$ cat config.mk
export PLATFORM = sky130hd
export DESIGN_NAME = phase_recovery_control_regs
export DESIGN_NICKNAME = d
export VERILOG_FILES = /design/src/common/phase_recovery_pkg.sv /design/src/phase_recovery_control_regs.sv
export SDC_FILE = /design/constraint.sdc
export NUM_CORES = 1
export LEC_CHECK = 0
export BUFFER_PORTS_ARGS = -buffer_cell sky130_fd_sc_hd__buf_4
export CELL_PAD_IN_SITES_DETAIL_PLACEMENT = 1
export CELL_PAD_IN_SITES_GLOBAL_PLACEMENT = 2
export CORE_ASPECT_RATIO = 1.5
export CORE_MARGIN = 4
export CORE_UTILIZATION = 40
export DETAILED_ROUTE_END_ITERATION = 10
export GPL_ROUTABILITY_DRIVEN = 0
export GPL_TIMING_DRIVEN = 0
export PLACE_DENSITY = 0.9
export SYNTH_ARGS = -nofsm -noshare
export SYNTH_HDL_FRONTEND = slang
export SYNTH_SLANG_ARGS = --single-unit
$ cat constraint.sdc
create_clock -name clock_i -period 4.2 [get_ports clock_i]
set_input_delay 0.84 -clock clock_i [delete_from_list [all_inputs] [get_ports clock_i]]
set_output_delay 0.84 -clock clock_i [all_outputs]
set_load 0.01 [all_outputs]
$ cat src/common/phase_recovery_pkg.sv
// Constants for the phase recovery control and status registers.
// Assumes a byte-wide register space reached through the two-wire serial port.
package phase_recovery_pkg;
    // Register byte addresses, most significant byte at the lower address
    localparam logic [7:0] ADDR_RECOVERY_CTRL = 8'h44;
    localparam logic [7:0] ADDR_PHASE_RANGE = 8'h45;
    localparam logic [7:0] ADDR_WAIT_HI = 8'h46;
    localparam logic [7:0] ADDR_WAIT_MID = 8'h47;
    localparam logic [7:0] ADDR_WAIT_LO = 8'h48;
    localparam logic [7:0] ADDR_PHASE_MODE = 8'h49;
    localparam logic [7:0] ADDR_OFFSET_HI = 8'h4A;
    localparam logic [7:0] ADDR_OFFSET_LO = 8'h4B;
    localparam logic [7:0] ADDR_TOTAL_HI = 8'h4C;
    localparam logic [7:0] ADDR_TOTAL_LO = 8'h4D;
    localparam logic [7:0] ADDR_STATUS = 8'h4E;
    // Field positions
    localparam int BIT_TRACK_EN = 3;
    localparam int BIT_AUTO_CAL_EN = 4;
    localparam int BIT_QUICK = 0;
    localparam int BIT_AUTO_TOTAL = 1;
    localparam int BIT_STANDALONE = 2;
    localparam int BIT_DIGITAL = 3;
    localparam int BIT_HSIZE_READY = 4;
    localparam int BIT_QUALITY_READY = 3;
    // Reset values
    localparam logic [7:0] RST_RECOVERY_CTRL = 8'h71;
    localparam logic [3:0] RST_PHASE_RANGE = 4'h0;
    localparam logic [23:0] RST_FRAME_WAIT = 24'h000000;
    localparam logic [3:0] RST_PHASE_MODE = 4'h2;
    localparam logic [15:0] RST_OFFSET = 16'h0000;
    localparam logic [15:0] RST_TOTAL = 16'h0000;
    // Serial port
    localparam int SYNC_STAGES = 3;
    localparam logic [3:0] BITS_PER_BYTE = 4'h8;
    typedef enum logic [3:0] {
        ST_IDLE, ST_ADDR, ST_ADDR_ACK, ST_PTR, ST_WR_ACK, ST_WDATA, ST_RDATA, ST_RD_ACK
    } serial_state_t;
endpackage

$ cat src/phase_recovery_control_regs.sv
// Phase recovery control and status registers behind a two-wire serial slave.
// Assumes engine inputs are synchronous to clock_i; scl/sda come from pins.
`timescale 1ns/10ps
`default_nettype none
module phase_recovery_control_regs
    import phase_recovery_pkg::*;
#(
    parameter logic [6:0] DEV_ADDR = 7'h2A, // Arbitrary slave address
    parameter int FRAME_WAIT_W = 24,        // Frame wait count width
    parameter int PHASE_W = 10              // Phase value width
) (
    input wire logic clock_i,                        // 10 MHz clock
    input wire logic rstn_i,                         // Async reset, active low
    input wire logic scl_i,                          // Serial clock pin
    input wire logic sda_i,                          // Serial data pin level
    output logic sda_o,                              // Serial data drive level
    output logic sda_oe_n_o,                         // Low while driving sda
    input wire logic frame_tick_i,                   // One pulse per frame
    input wire logic [PHASE_W-1:0] calibrated_phase_i, // From calibration engine
    input wire logic manual_freq_state_i,            // Manual frequency state
    input wire logic hsize_done_i,                   // Hsize measured pulse
    input wire logic manual_phase_state_i,           // Manual phase state
    input wire logic quality_done_i,                 // Quality measured pulse
    output logic track_adjust_o,                     // Tracking adjust pulse
    output logic [PHASE_W-1:0] final_phase_o,        // Phase to apply
    output logic [3:0] phase_range_o,                // Tracking phase range
    output logic track_en_o,                         // Phase tracking enable
    output logic auto_cal_en_o,                      // Auto phase cal enable
    output logic auto_total_en_o,                    // Auto total calc enable
    output logic standalone_o,                       // Use internal sync timing
    output logic digital_o                           // Digital input selected
);
    if (FRAME_WAIT_W < 17 || FRAME_WAIT_W > 24 || PHASE_W < 9 || PHASE_W > 16)
    begin : g_bad_params
        $error("Widths do not fit the register byte layout");
    end

    // Pin synchronisers; a level change counts when stages 2 and 3 agree
    logic [SYNC_STAGES-1:0] scl_sync_reg;
    logic [SYNC_STAGES-1:0] sda_sync_reg;
    logic scl_lvl_reg;
    logic sda_lvl_reg;
    always_ff @(posedge clock_i or negedge rstn_i)
    begin
        if (!rstn_i)
        begin
            scl_sync_reg <= '1;
            sda_sync_reg <= '1;
            scl_lvl_reg <= 1'b1;
            sda_lvl_reg <= 1'b1;
        end
        else
        begin
            scl_sync_reg <= {scl_sync_reg[1:0], scl_i};
            sda_sync_reg <= {sda_sync_reg[1:0], sda_i};
            if (scl_sync_reg[1] == scl_sync_reg[2])
                scl_lvl_reg <= scl_sync_reg[2];
            if (sda_sync_reg[1] == sda_sync_reg[2])
                sda_lvl_reg <= sda_sync_reg[2];
        end
    end
    wire scl_next = (scl_sync_reg[1] == scl_sync_reg[2]) ? scl_sync_reg[2] : scl_lvl_reg;
    wire sda_next = (sda_sync_reg[1] == sda_sync_reg[2]) ? sda_sync_reg[2] : sda_lvl_reg;
    wire scl_rise = scl_next & ~scl_lvl_reg;
    wire scl_fall = ~scl_next & scl_lvl_reg;
    wire start_seen = scl_lvl_reg & scl_next & sda_lvl_reg & ~sda_next;
    wire stop_seen = scl_lvl_reg & scl_next & ~sda_lvl_reg & sda_next;

    // Register storage
    logic [7:0] recovery_ctrl_reg;
    logic [3:0] phase_range_reg;
    logic [23:0] frame_wait_reg;
    logic [3:0] phase_mode_reg;
    logic [15:0] offset_reg;
    logic [15:0] total_reg;
    logic hsize_ready_reg;
    logic quality_ready_reg;

    // Serial slave state
    serial_state_t state_reg;
    logic [3:0] bit_cnt_reg;
    logic [7:0] shift_reg;
    logic [7:0] tx_reg;
    logic [7:0] ptr_reg;
    logic rw_reg;
    logic drive_low_reg;
    logic wr_stb_reg;
    logic [7:0] wr_addr_reg;
    logic [7:0] wr_data_reg;

    wire [7:0] status_byte = {3'h0, hsize_ready_reg, quality_ready_reg, 3'h0};
    wire [7:0] rd_byte =
        (ptr_reg == ADDR_RECOVERY_CTRL) ? recovery_ctrl_reg :
        (ptr_reg == ADDR_PHASE_RANGE) ? {4'h0, phase_range_reg} :
        (ptr_reg == ADDR_WAIT_HI) ? frame_wait_reg[23:16] :
        (ptr_reg == ADDR_WAIT_MID) ? frame_wait_reg[15:8] :
        (ptr_reg == ADDR_WAIT_LO) ? frame_wait_reg[7:0] :
        (ptr_reg == ADDR_PHASE_MODE) ? {4'h0, phase_mode_reg} :
        (ptr_reg == ADDR_OFFSET_HI) ? offset_reg[15:8] :
        (ptr_reg == ADDR_OFFSET_LO) ? offset_reg[7:0] :
        (ptr_reg == ADDR_TOTAL_HI) ? total_reg[15:8] :
        (ptr_reg == ADDR_TOTAL_LO) ? total_reg[7:0] :
        (ptr_reg == ADDR_STATUS) ? status_byte : 8'h00;
    wire byte_done = (bit_cnt_reg == BITS_PER_BYTE);
    wire addr_match = (shift_reg[7:1] == DEV_ADDR);

    always_ff @(posedge clock_i or negedge rstn_i)
    begin
        if (!rstn_i)
        begin
            state_reg <= ST_IDLE;
            bit_cnt_reg <= 4'h0;
            shift_reg <= 8'h00;
            tx_reg <= 8'h00;
            ptr_reg <= 8'h00;
            rw_reg <= 1'b0;
            drive_low_reg <= 1'b0;
            wr_stb_reg <= 1'b0;
            wr_addr_reg <= 8'h00;
            wr_data_reg <= 8'h00;
        end
        else
        begin
            wr_stb_reg <= 1'b0;
            if (start_seen)
            begin
                state_reg <= ST_ADDR;
                bit_cnt_reg <= 4'h0;
                drive_low_reg <= 1'b0;
            end
            else if (stop_seen)
            begin
                state_reg <= ST_IDLE;
                drive_low_reg <= 1'b0;
            end
            else if (scl_rise && state_reg != ST_IDLE)
            begin
                shift_reg <= {shift_reg[6:0], sda_next};
                bit_cnt_reg <= bit_cnt_reg + 4'h1;
            end
            else if (scl_fall)
            begin
                case (state_reg)
                    ST_ADDR:
                        if (byte_done)
                        begin
                            state_reg <= addr_match ? ST_ADDR_ACK : ST_IDLE;
                            drive_low_reg <= addr_match;
                            rw_reg <= shift_reg[0];
                        end
                    ST_ADDR_ACK:
                    begin
                        bit_cnt_reg <= 4'h0;
                        if (rw_reg)
                        begin
                            drive_low_reg <= ~rd_byte[7];
                            tx_reg <= {rd_byte[6:0], 1'b1};
                            ptr_reg <= ptr_reg + 8'h01;
                            state_reg <= ST_RDATA;
                        end
                        else
                        begin
                            drive_low_reg <= 1'b0;
                            state_reg <= ST_PTR;
                        end
                    end
                    ST_PTR:
                        if (byte_done)
                        begin
                            ptr_reg <= shift_reg;
                            drive_low_reg <= 1'b1;
                            state_reg <= ST_WR_ACK;
                        end
                    ST_WDATA:
                        if (byte_done)
                        begin
                            wr_stb_reg <= 1'b1;
                            wr_addr_reg <= ptr_reg;
                            wr_data_reg <= shift_reg;
                            ptr_reg <= ptr_reg + 8'h01;
                            drive_low_reg <= 1'b1;
                            state_reg <= ST_WR_ACK;
                        end
                    ST_WR_ACK:
                    begin
                        drive_low_reg <= 1'b0;
                        bit_cnt_reg <= 4'h0;
                        state_reg <= ST_WDATA;
                    end
                    ST_RDATA:
                        if (byte_done)
                        begin
                            drive_low_reg <= 1'b0;
                            state_reg <= ST_RD_ACK;
                        end
                        else
                        begin
                            drive_low_reg <= ~tx_reg[7];
                            tx_reg <= {tx_reg[6:0], 1'b1};
                        end
                    ST_RD_ACK:
                    begin
                        bit_cnt_reg <= 4'h0;
                        if (shift_reg[0])
                            state_reg <= ST_IDLE;
                        else
                        begin
                            drive_low_reg <= ~rd_byte[7];
                            tx_reg <= {rd_byte[6:0], 1'b1};
                            ptr_reg <= ptr_reg + 8'h01;
                            state_reg <= ST_RDATA;
                        end
                    end
                    default:
                        drive_low_reg <= 1'b0;
                endcase
            end
        end
    end

    // Register writes; status byte and unmapped addresses ignore writes
    wire wr_ctrl = wr_stb_reg && (wr_addr_reg == ADDR_RECOVERY_CTRL);
    wire wr_range = wr_stb_reg && (wr_addr_reg == ADDR_PHASE_RANGE);
    wire wr_wait_hi = wr_stb_reg && (wr_addr_reg == ADDR_WAIT_HI);
    wire wr_wait_mid = wr_stb_reg && (wr_addr_reg == ADDR_WAIT_MID);
    wire wr_wait_lo = wr_stb_reg && (wr_addr_reg == ADDR_WAIT_LO);
    wire wr_mode = wr_stb_reg && (wr_addr_reg == ADDR_PHASE_MODE);
    wire wr_off_hi = wr_stb_reg && (wr_addr_reg == ADDR_OFFSET_HI);
    wire wr_off_lo = wr_stb_reg && (wr_addr_reg == ADDR_OFFSET_LO);
    wire wr_tot_hi = wr_stb_reg && (wr_addr_reg == ADDR_TOTAL_HI);
    wire wr_tot_lo = wr_stb_reg && (wr_addr_reg == ADDR_TOTAL_LO);
    localparam logic [23:0] WAIT_MASK = 24'((64'h1 << FRAME_WAIT_W) - 64'h1);
    localparam logic [15:0] PHASE_MASK = 16'((32'h1 << PHASE_W) - 32'h1);

    always_ff @(posedge clock_i or negedge rstn_i)
    begin
        if (!rstn_i)
        begin
            recovery_ctrl_reg <= RST_RECOVERY_CTRL;
            phase_range_reg <= RST_PHASE_RANGE;
            frame_wait_reg <= RST_FRAME_WAIT;
            phase_mode_reg <= RST_PHASE_MODE;
            offset_reg <= RST_OFFSET;
            total_reg <= RST_TOTAL;
        end
        else
        begin
            if (wr_ctrl)
                recovery_ctrl_reg <= wr_data_reg;
            if (wr_range)
                phase_range_reg <= wr_data_reg[3:0];
            if (wr_wait_hi)
                frame_wait_reg[23:16] <= wr_data_reg & WAIT_MASK[23:16];
            if (wr_wait_mid)
                frame_wait_reg[15:8] <= wr_data_reg;
            if (wr_wait_lo)
                frame_wait_reg[7:0] <= wr_data_reg;
            if (wr_mode)
                phase_mode_reg <= wr_data_reg[3:0];
            if (wr_off_hi)
                offset_reg[15:8] <= wr_data_reg & PHASE_MASK[15:8];
            if (wr_off_lo)
                offset_reg[7:0] <= wr_data_reg;
            if (wr_tot_hi)
                total_reg[15:8] <= wr_data_reg & PHASE_MASK[15:8];
            if (wr_tot_lo)
                total_reg[7:0] <= wr_data_reg;
        end
    end

    // Ready flags: set by the engine while its manual state holds, drop on exit
    always_ff @(posedge clock_i or negedge rstn_i)
    begin
        if (!rstn_i)
        begin
            hsize_ready_reg <= 1'b0;
            quality_ready_reg <= 1'b0;
        end
        else
        begin
            hsize_ready_reg <= manual_freq_state_i & (hsize_ready_reg | hsize_done_i);
            quality_ready_reg <= manual_phase_state_i
                & (quality_ready_reg | quality_done_i);
        end
    end

    // Frame wait counter ahead of each tracking adjustment
    logic [23:0] frame_cnt_reg;
    logic track_adjust_reg;
    wire tracking = recovery_ctrl_reg[BIT_TRACK_EN];
    wire wait_reached = (frame_cnt_reg >= frame_wait_reg);
    always_ff @(posedge clock_i or negedge rstn_i)
    begin
        if (!rstn_i)
        begin
            frame_cnt_reg <= 24'h000000;
            track_adjust_reg <= 1'b0;
        end
        else
        begin
            track_adjust_reg <= tracking & frame_tick_i & wait_reached;
            if (!tracking)
                frame_cnt_reg <= 24'h000000;
            else if (frame_tick_i)
                frame_cnt_reg <= wait_reached ? 24'h000000 : frame_cnt_reg + 24'h000001;
        end
    end

    // Final phase and control outputs
    wire [PHASE_W-1:0] quick_phase = total_reg[PHASE_W-1:0] - offset_reg[PHASE_W-1:0];
    wire quick_sel = phase_mode_reg[BIT_QUICK];
    logic [PHASE_W-1:0] final_phase_reg;
    logic sda_level_reg;
    always_ff @(posedge clock_i or negedge rstn_i)
    begin
        if (!rstn_i)
        begin
            final_phase_reg <= '0;
            sda_level_reg <= 1'b0;
        end
        else
        begin
            final_phase_reg <= quick_sel ? quick_phase : calibrated_phase_i;
            sda_level_reg <= 1'b0;
        end
    end

    assign sda_o = sda_level_reg;
    assign sda_oe_n_o = ~drive_low_reg;
    assign track_adjust_o = track_adjust_reg;
    assign final_phase_o = final_phase_reg;
    assign phase_range_o = phase_range_reg;
    assign track_en_o = recovery_ctrl_reg[BIT_TRACK_EN];
    assign auto_cal_en_o = recovery_ctrl_reg[BIT_AUTO_CAL_EN];
    assign auto_total_en_o = phase_mode_reg[BIT_AUTO_TOTAL];
    assign standalone_o = phase_mode_reg[BIT_STANDALONE];
    assign digital_o = phase_mode_reg[BIT_DIGITAL];
endmodule // phase_recovery_control_regs
`default_nettype wire

==> flow_summary.yaml, run 1 <==
routing:
  vias: 6959
  drt_iter0_drc: 382
  drt-pass1-iter-count: 5
  mean_number_of_vias_per_cell: 5.751
  detail_route.wl_per_cell_microns: 20.89
  post-route-drc-count: 0
  postRouteAntennaNets: 0
  finalWirelength_microns: 25280
sta:
  final.min_clock_period_ns: 2.900
  fin_setup_tns_ns: 0
  finalHoldViolations: 0
  min_period_over_period: 0.6906
  max_freq_mhz: 344.8
  report.final.slew_viol_count: 0
  fin_worst_skew_ns: 0.01359
  setup-violations-final: 0
  holdWs_ns: 0.2729
  unrepaired_setup_endpoints_after_global_routing: "false"
  max-slew-margin-rel: 0.2671
  timing_worst_slew_pin_value_ns: 1.096
logic_synthesis:
  postSynth.topFlopCell: "dfrtp_1"
  library_cell_with_the_highest_instance_count_after_synthesis: "dfrtp_1"
  post_synth_instance_area_sq_um: 8568
  synth-seq-area-share: 0.4546
  largest_cells_by_area_after_synthesis: "dfrtp_1 41%, mux2_2 9.2%, ha_1 5.8%"
  synthDistinctLibCells: 76
  synth-seq-cells: 155
  synth-edff-count: 0
  synth_largest_area_cell: "dfrtp_1"
  asyncSetResetFlopFracSynth: 1.000
  synth.net_count: 930
  post_synth_most_frequent_cells: "142 x dfrtp_1, 86 x nand2_1, 70 x mux2_2, 60 x nor2_1, 60 x o21ai_0"
  netlist.area_leader.share: 0.4147
  synth.avg_cell_area_sq_um: 9.849
  ys.warnings.count: 0
  syn-instance-count: 870
final_layout:
  layout.cell_area.non_filler_sq_um: 9894
  storage_cell_area_sq_um: 3895
  fillerInstances: 2410
  layout.nets: 989
  n_antenna_cell: 0
  area_growth_pct: 15.48
  combined_area_of_the_multi_input_logic_cells_sq_um: 4279
  post_route_cells_drive_above_1_share: 0.1890
floorplanning:
  die_h_microns: 187.3
  design.die.area_sq_um: 23870
  rows: 65
  core_area_sq_um: 21060
  initial_core_util: 0.4068
  die_w_microns: 127.5
  top_level_ports: 41
cts:
  holdBufCountCts: 0
  reg_clk_slew_reported_paths_ns: 0.07
  post-cts-setup-buffer-count: 0
  cts_repair_resize_count: 0
  worstSkewPairLatency_ns: 0.45
  cts_made_buffers: 17
  cts.root.buffer_cell: "clkbuf_16"
  cts_tree: "yes"
  deepest_clock_path_buffer_count: 2
  cts_sinks: 155
  htreeDepth: 4
placement:
  placedInstanceArea_sq_um: 9231
  io_buffer_count: 39
  detailedPlacementHpwl_microns: 18290
global_routing:
  first_global_vias: 7455
  grt_first_pass_wirelength_microns: 41080
  globalRouteTotalUtil: 0.2203
  grt_max_degree: 119
  gr-total-overflow: 0
  antenna_found_initial: 0
worst_setup_path:
  critical_path_peak_fanout: 10
  worst_setup_start_kind: "flip-flop"
  critical_path_arrival_ns: 3.21
  end_kind: "flip-flop"
  critical_path_required_ns: 4.51
  crit_type: "flip-flop to flip-flop"
power:
  vdd.ir_drop.worst_v: 0.0002594
  total_power_w: 0.003568
  power_frac_seq: 0.450
  internal_power_w: 0.002731
  power_density_nw_per_um2: 360.6
  static-leakage-power_nw: 4.244
  net-switching-power_w: 0.0008370
  clock_power_share: 0.491
  sw_frac_of_total: 0.2346
  pwr-share-comb: 0.059
flow_run:
  drv_cap: 0
min_path:
  min-delay-path-class: "primary input to async pin"
status:
  run_status: "completed"
## power by group through the flow
| stage | logic [W] | registers (W) | clock network (W) |
|---|---|---|---|
| after global routing | 0.000243 | 0.00161 | 0.00186 |
| after CTS | 0.000218 | 0.00161 | 0.00178 |
| after floorplan | 0.000122 | 0.00161 | 0 |
| after global placement | 0.000206 | 0.00163 | 0 |
| after detailed placement | 0.000217 | 0.00163 | 0 |
| final | 0.000212 | 0.00161 | 0.00175 |
## routing by layer
metal  part of all wire  track usage  vias up
met2               0.53       0.3919      142
met5                  0            0        -
met4              0.028      0.08216        0
li1                   -            -     3257
met1               0.41       0.2642     3516
met3              0.028      0.03543       44
## layout make-up
type,instances,area share
clock inverter,13,0.02124
timing repair buffer,40,0.03313
multi-input combinational,620,0.4325
inverter,54,0.02049
sequential,155,0.3937
tap,268,0.03389
buffer,41,0.01935
clock buffer,19,0.04578
## stage by stage
stage          setup slack, ns    util  cells
3_3_place_gp             1.373  0.4366   1177
3_5_place_dp             1.350  0.4383   1178
4_1_cts                  1.300  0.4697   1210
5_1_grt                  1.058  0.4697   1210
2_1_floorplan            1.899       -    870
6_report                 1.300  0.4697   1210
## layout by cell type (no fill, tap or decap), types with 9 or more instances in the layout
master / synthesis / routed
xnor2_1: 9 / 9
a21oi_1: 45 / 45
inv_1: 51 / 51
clkbuf_16: 0 / 17
a31oi_1: 10 / 10
buf_4: 1 / 39
dfrtp_1: 142 / 142
xor2_1: 10 / 10
nor3_1: 15 / 15
o21ai_0: 60 / 60
nor2b_1: 10 / 10
dfstp_2: 13 / 13
nand3_1: 32 / 32
nor2_1: 60 / 60
clkbuf_1: 34 / 34
mux2_2: 70 / 70
a211oi_1: 11 / 11
ha_1: 40 / 40
nand2_1: 86 / 86
nand4_1: 18 / 18
## worst max-delay path, cell delays in order, from the launching register on
cell and delay [ns]:
dfrtp_1 0.37, buf_6 0.14, nor4b_2 0.93, nand2_1 0.52, a211oi_1 0.45, a21oi_1 0.07, o211ai_1 0.17, a31oi_1 0.12
## cell families after synthesis
logic type / after synthesis / synth area share
AOI/OAI and AO/OA: 208 / 0.1586
and+or+nand+nor: 275 / 0.1612
xor gates and xnor gates: 19 / 0.01942
DFF: 155 / 0.4546
buffers and inverters: 95 / 0.04600
adders and majority gates: 42 / 0.06192
other: 1 / 0.0004377
muxes: 75 / 0.09784
## path summary, 6_finish.rpt
path	start	end	cells past startpoint	slack, ns
min in group clock_i	sda_sync_reg[0]$_DFF_PN1_	sda_sync_reg[1]$_DFF_PN1_	0	0.36
worst max-delay path	ptr_reg[4]$_DFFE_PN0P_	tx_reg[3]$_DFFE_PN0P_	7	1.30
worst min register to register	sda_sync_reg[0]$_DFF_PN1_	sda_sync_reg[1]$_DFF_PN1_	0	0.36
max in group asynchronous	rstn_i	frame_wait_reg[7]$_DFFE_PN0P_	2	3.03
worst min-delay path	rstn_i	bit_cnt_reg[1]$_DFFE_PN0P_	1	0.27
worst max register to register	ptr_reg[4]$_DFFE_PN0P_	tx_reg[3]$_DFFE_PN0P_	7	1.30
(Power assumes the default switching activity.)
==> inputs of run 2 (changes only) <==
--- a/config.mk
+++ b/config.mk
@@ -5,16 +5,17 @@
 export SDC_FILE = /design/constraint.sdc
 export NUM_CORES = 1
 export LEC_CHECK = 0
+export ABC_AREA = 1
 export BUFFER_PORTS_ARGS = -buffer_cell sky130_fd_sc_hd__buf_4
 export CELL_PAD_IN_SITES_DETAIL_PLACEMENT = 1
 export CELL_PAD_IN_SITES_GLOBAL_PLACEMENT = 2
 export CORE_ASPECT_RATIO = 1.5
 export CORE_MARGIN = 4
-export CORE_UTILIZATION = 40
+export CORE_UTILIZATION = 33
 export DETAILED_ROUTE_END_ITERATION = 10
 export GPL_ROUTABILITY_DRIVEN = 0
 export GPL_TIMING_DRIVEN = 0
-export PLACE_DENSITY = 0.9
+export PLACE_DENSITY = 0.86
 export SYNTH_ARGS = -nofsm -noshare
 export SYNTH_HDL_FRONTEND = slang
 export SYNTH_SLANG_ARGS = --single-unit
==> constraint.sdc (replaced) <==
create_clock -name clock_i -period 2.5 [get_ports clock_i]
set_input_delay 0.5 -clock clock_i [delete_from_list [all_inputs] [get_ports clock_i]]
set_output_delay 0.5 -clock clock_i [all_outputs]
set_load 0.01 [all_outputs]
==> run 2 against run 1 <==
Clock power is 66% higher. Global-route usage fell by 2.6 points. Synthesized area rose by 5.6%. Largest cell class unchanged. Highest routed layer unchanged. Clock skew fell by 0.0065 ns. Cell area rose by 6.0%. Combinational power rose to 4.2 times the previous value. Sequential cell count is the same. Sequential share of layout area decreased by 2.2 points. Total power rose by 86%. Hold slack worse by 0.12 ns. Critical path type unchanged. Maximum frequency up 28%.
==> flow_summary.yaml, run 2 <==
status:
  run_status: "completed"
final_layout:
  post_route_cells_drive_above_1_share: 0.1301
  layout.cell_area.non_filler_sq_um: 10490
  n_antenna_cell: 0
  area_growth_pct: 15.90
  most-common-layout-cells: "331 x nand2_1, 159 x inv_1, 141 x dfrtp_1, 136 x o21ai_0, 62 x nor2_1"
  layout.nets: 1300
  final_common_cell: "nand2_1"
  finalNonFillerCells: 1595
worst_setup_path:
  slowest_delay_ns: 0.45
  count_of_cells_along_the_worst_register_to_register_path: 13
  worst_setup_start_kind: "flip-flop"
  critical_path_peak_fanout: 10
  regToRegSetupSlack_ns: 0.24
  critical_path.top_delay_family: "buffers and inverters"
  critical_path_required_ns: 2.88
  end_kind: "flip-flop"
  crit_type: "flip-flop to flip-flop"
  crit_path_cell_trace: "inv_1, ha_1, inv_1, a21oi_1, o21ai_0, nand2_1, o211ai_1, nand3_1, and3_1, buf_2, buf_2, nand4_1, nand2_1"
  worst_r2r_start: "frame_cnt_reg[0]$_DFFE_PN0P_"
  critical_path_arrival_ns: 2.65
  cpMaxStageDelayCell: "dfrtp_2"
  reg2reg_to: "frame_cnt_reg[15]$_DFFE_PN0P_"
  critical_path_buf_inv_count: 4
  crit_start: "frame_cnt_reg[0]$_DFFE_PN0P_"
routing:
  postRouteAntennaNets: 0
  vias: 7955
  post-route-drc-count: 0
  drt_iter0_drc: 277
  drt-pass1-iter-count: 4
  finalWirelength_microns: 27760
  mean_number_of_vias_per_cell: 4.987
  detail_route.wl_per_cell_microns: 17.41
placement:
  placedInstanceArea_sq_um: 9803
  detailedPlacementHpwl_microns: 21350
  io_buffer_count: 39
  placedCellCount: 1559
min_path:
  min-delay-path-class: "primary input to flip-flop"
  timing.hold.worst.start: "scl_i"
  worst_hold_path.endpoint: "scl_sync_reg[0]$_DFF_PN1_"
  hold-path-cell-count: 1
logic_synthesis:
  post_synth_instance_area_sq_um: 9047
  post_synth_most_frequent_cells: "332 x nand2_1, 160 x inv_1, 142 x dfrtp_1, 136 x o21ai_0, 63 x nor2_1"
  synth-seq-area-share: 0.4305
  synth.avg_cell_area_sq_um: 7.687
  synthDistinctLibCells: 52
  postSynth.topFlopCell: "dfrtp_1"
  synth.net_count: 1237
  synth-edff-count: 0
  syn-instance-count: 1177
  netlist.area_leader.share: 0.3928
  library_cell_with_the_highest_instance_count_after_synthesis: "nand2_1"
  ys.warnings.count: 0
  largest_cells_by_area_after_synthesis: "dfrtp_1 39%, nand2_1 14%, o21ai_0 7.5%"
  synth-seq-cells: 155
  synth_largest_area_cell: "dfrtp_1"
  asyncSetResetFlopFracSynth: 1.000
floorplanning:
  rows: 74
  top_level_ports: 41
  die_w_microns: 143.2
  core_area_sq_um: 27130
  die_h_microns: 210.8
  design.die.area_sq_um: 30180
  initial_core_util: 0.3335
sta:
  fin_worst_skew_ns: 0.007083
  finalHoldViolations: 0
  report.final.slew_viol_count: 0
  timing_worst_slew_pin_value_ns: 0.8136
  max-slew-margin-rel: 0.4526
  max_freq_mhz: 442.1
  setup-violations-final: 0
  unrepaired_setup_endpoints_after_global_routing: "false"
  min_period_over_period: 0.9049
  final.min_clock_period_ns: 2.262
cts:
  reg_clk_slew_reported_paths_ns: 0.07
  htreeDepth: 4
  cts_tree: "yes"
  cts_made_buffers: 17
  cts.root.buffer_cell: "clkbuf_16"
  deepest_clock_path_buffer_count: 2
  cts_sinks: 155
  worstSkewPairLatency_ns: 0.45
global_routing:
  grt_first_pass_wirelength_microns: 45400
  globalRouteTotalUtil: 0.1946
  grt_max_degree: 102
  antenna_found_initial: 0
  gr-total-overflow: 0
  first_global_vias: 8534
power:
  vdd.ir_drop.worst_v: 0.0004138
  total_power_w: 0.006622
  power_density_nw_per_um2: 631.5
  static-leakage-power_nw: 5.036
flow_run:
  drv_cap: 0
run 2: changes by cell type after synthesis, sizes merged, moves of 12 or more:
cell    delta
clkbuf    -23
inv      +128
nand2    +252
mux2      -70
o21ai     +88
nand4     +17
nand3     +18
a21oi     -12
run 2: timing repair:
action                                  in CTS  in global routing
endpoints found under the setup margin      12                  7
endpoints found under the hold margin       46                  0
hold buffers                                 1                  0
pin swaps                                    1                  2
cloned                                       0                  0
gates resized for setup                      0                  7
setup buffers                                2                  1
run 2: area by class of cell:
class                   instances  area [sq um]
flip-flops and latches        155          3896
repair buffers                 44         360.3
clock buffers                  20         446.7
inverters                     180         675.6
plain buffers                  29         172.7
fillers                      3344         16640
well taps                     342         427.9
multi-input cells             813          4313
clock inverters                12         193.9
run 2: power breakdown:
part	leakage, nW	switching (W)	internal [W]
Clock	0.310	0.00110	0.00179
Combinational	2.65	0.000612	0.000288
Sequential	2.07	0.000156	0.00267
Total	5.04	0.00187	0.00475
run 2: cells by family after synthesis:
family	synth area share
AOI/OAI and AO/OA	0.1268
other	0.0004145
adders and majority gates	0.05864
DFF	0.4305
and+or+nand+nor	0.2716
buffers and inverters	0.09362
xor gates and xnor gates	0.01839
run 2: worst register-to-register path: stages, from the launching register on:
cell and delay [ns]:
dfrtp_2 0.45, inv_1 0.17, ha_1 0.17, inv_1 0.04, a21oi_1 0.13, o21ai_0 0.09, nand2_1 0.06, o211ai_1 0.09
nand3_1 0.09, and3_1 0.16, buf_2 0.23, buf_2 0.28, nand4_1 0.13, nand2_1 0.11
run 2: metrics by stage:
stage	util	hold WS (ns)	worst slack [ns]	TNS (ns)
final	0.3865	0.1541	0.2378	0
after detailed placement	0.3614	0.3515	-0.02292	-0.05339
after global routing	0.3865	0.1359	0.02631	0
after CTS	0.3859	0.1300	0.1046	0
after floorplan	-	0.2044	0.6213	0
after global placement	0.3601	0.3471	-0.001380	-0.009546
run 2: metal layers:
metal	share of wire	global-route usage
met3	0.026	0.03465
met4	0.038	0.09019
met1	0.39	0.2130
met5	0	0
met2	0.55	0.3590
run 2: how the worst max path moves through the flow:
stage,end,slack (ns),cells after the start
final,frame_cnt_reg[15]$_DFFE_PN0P_,0.24,13
after global routing,tx_reg[5]$_DFFE_PN0P_,0.03,13
after CTS,tx_reg[7]$_DFFE_PN0P_,0.10,10
after detailed placement,frame_cnt_reg[15]$_DFFE_PN0P_,-0.02,9
after global placement,tx_reg[6]$_DFFE_PN0P_,-0.001,1
after floorplan,final_phase_o[8]$_DFF_PN0_,0.62,15
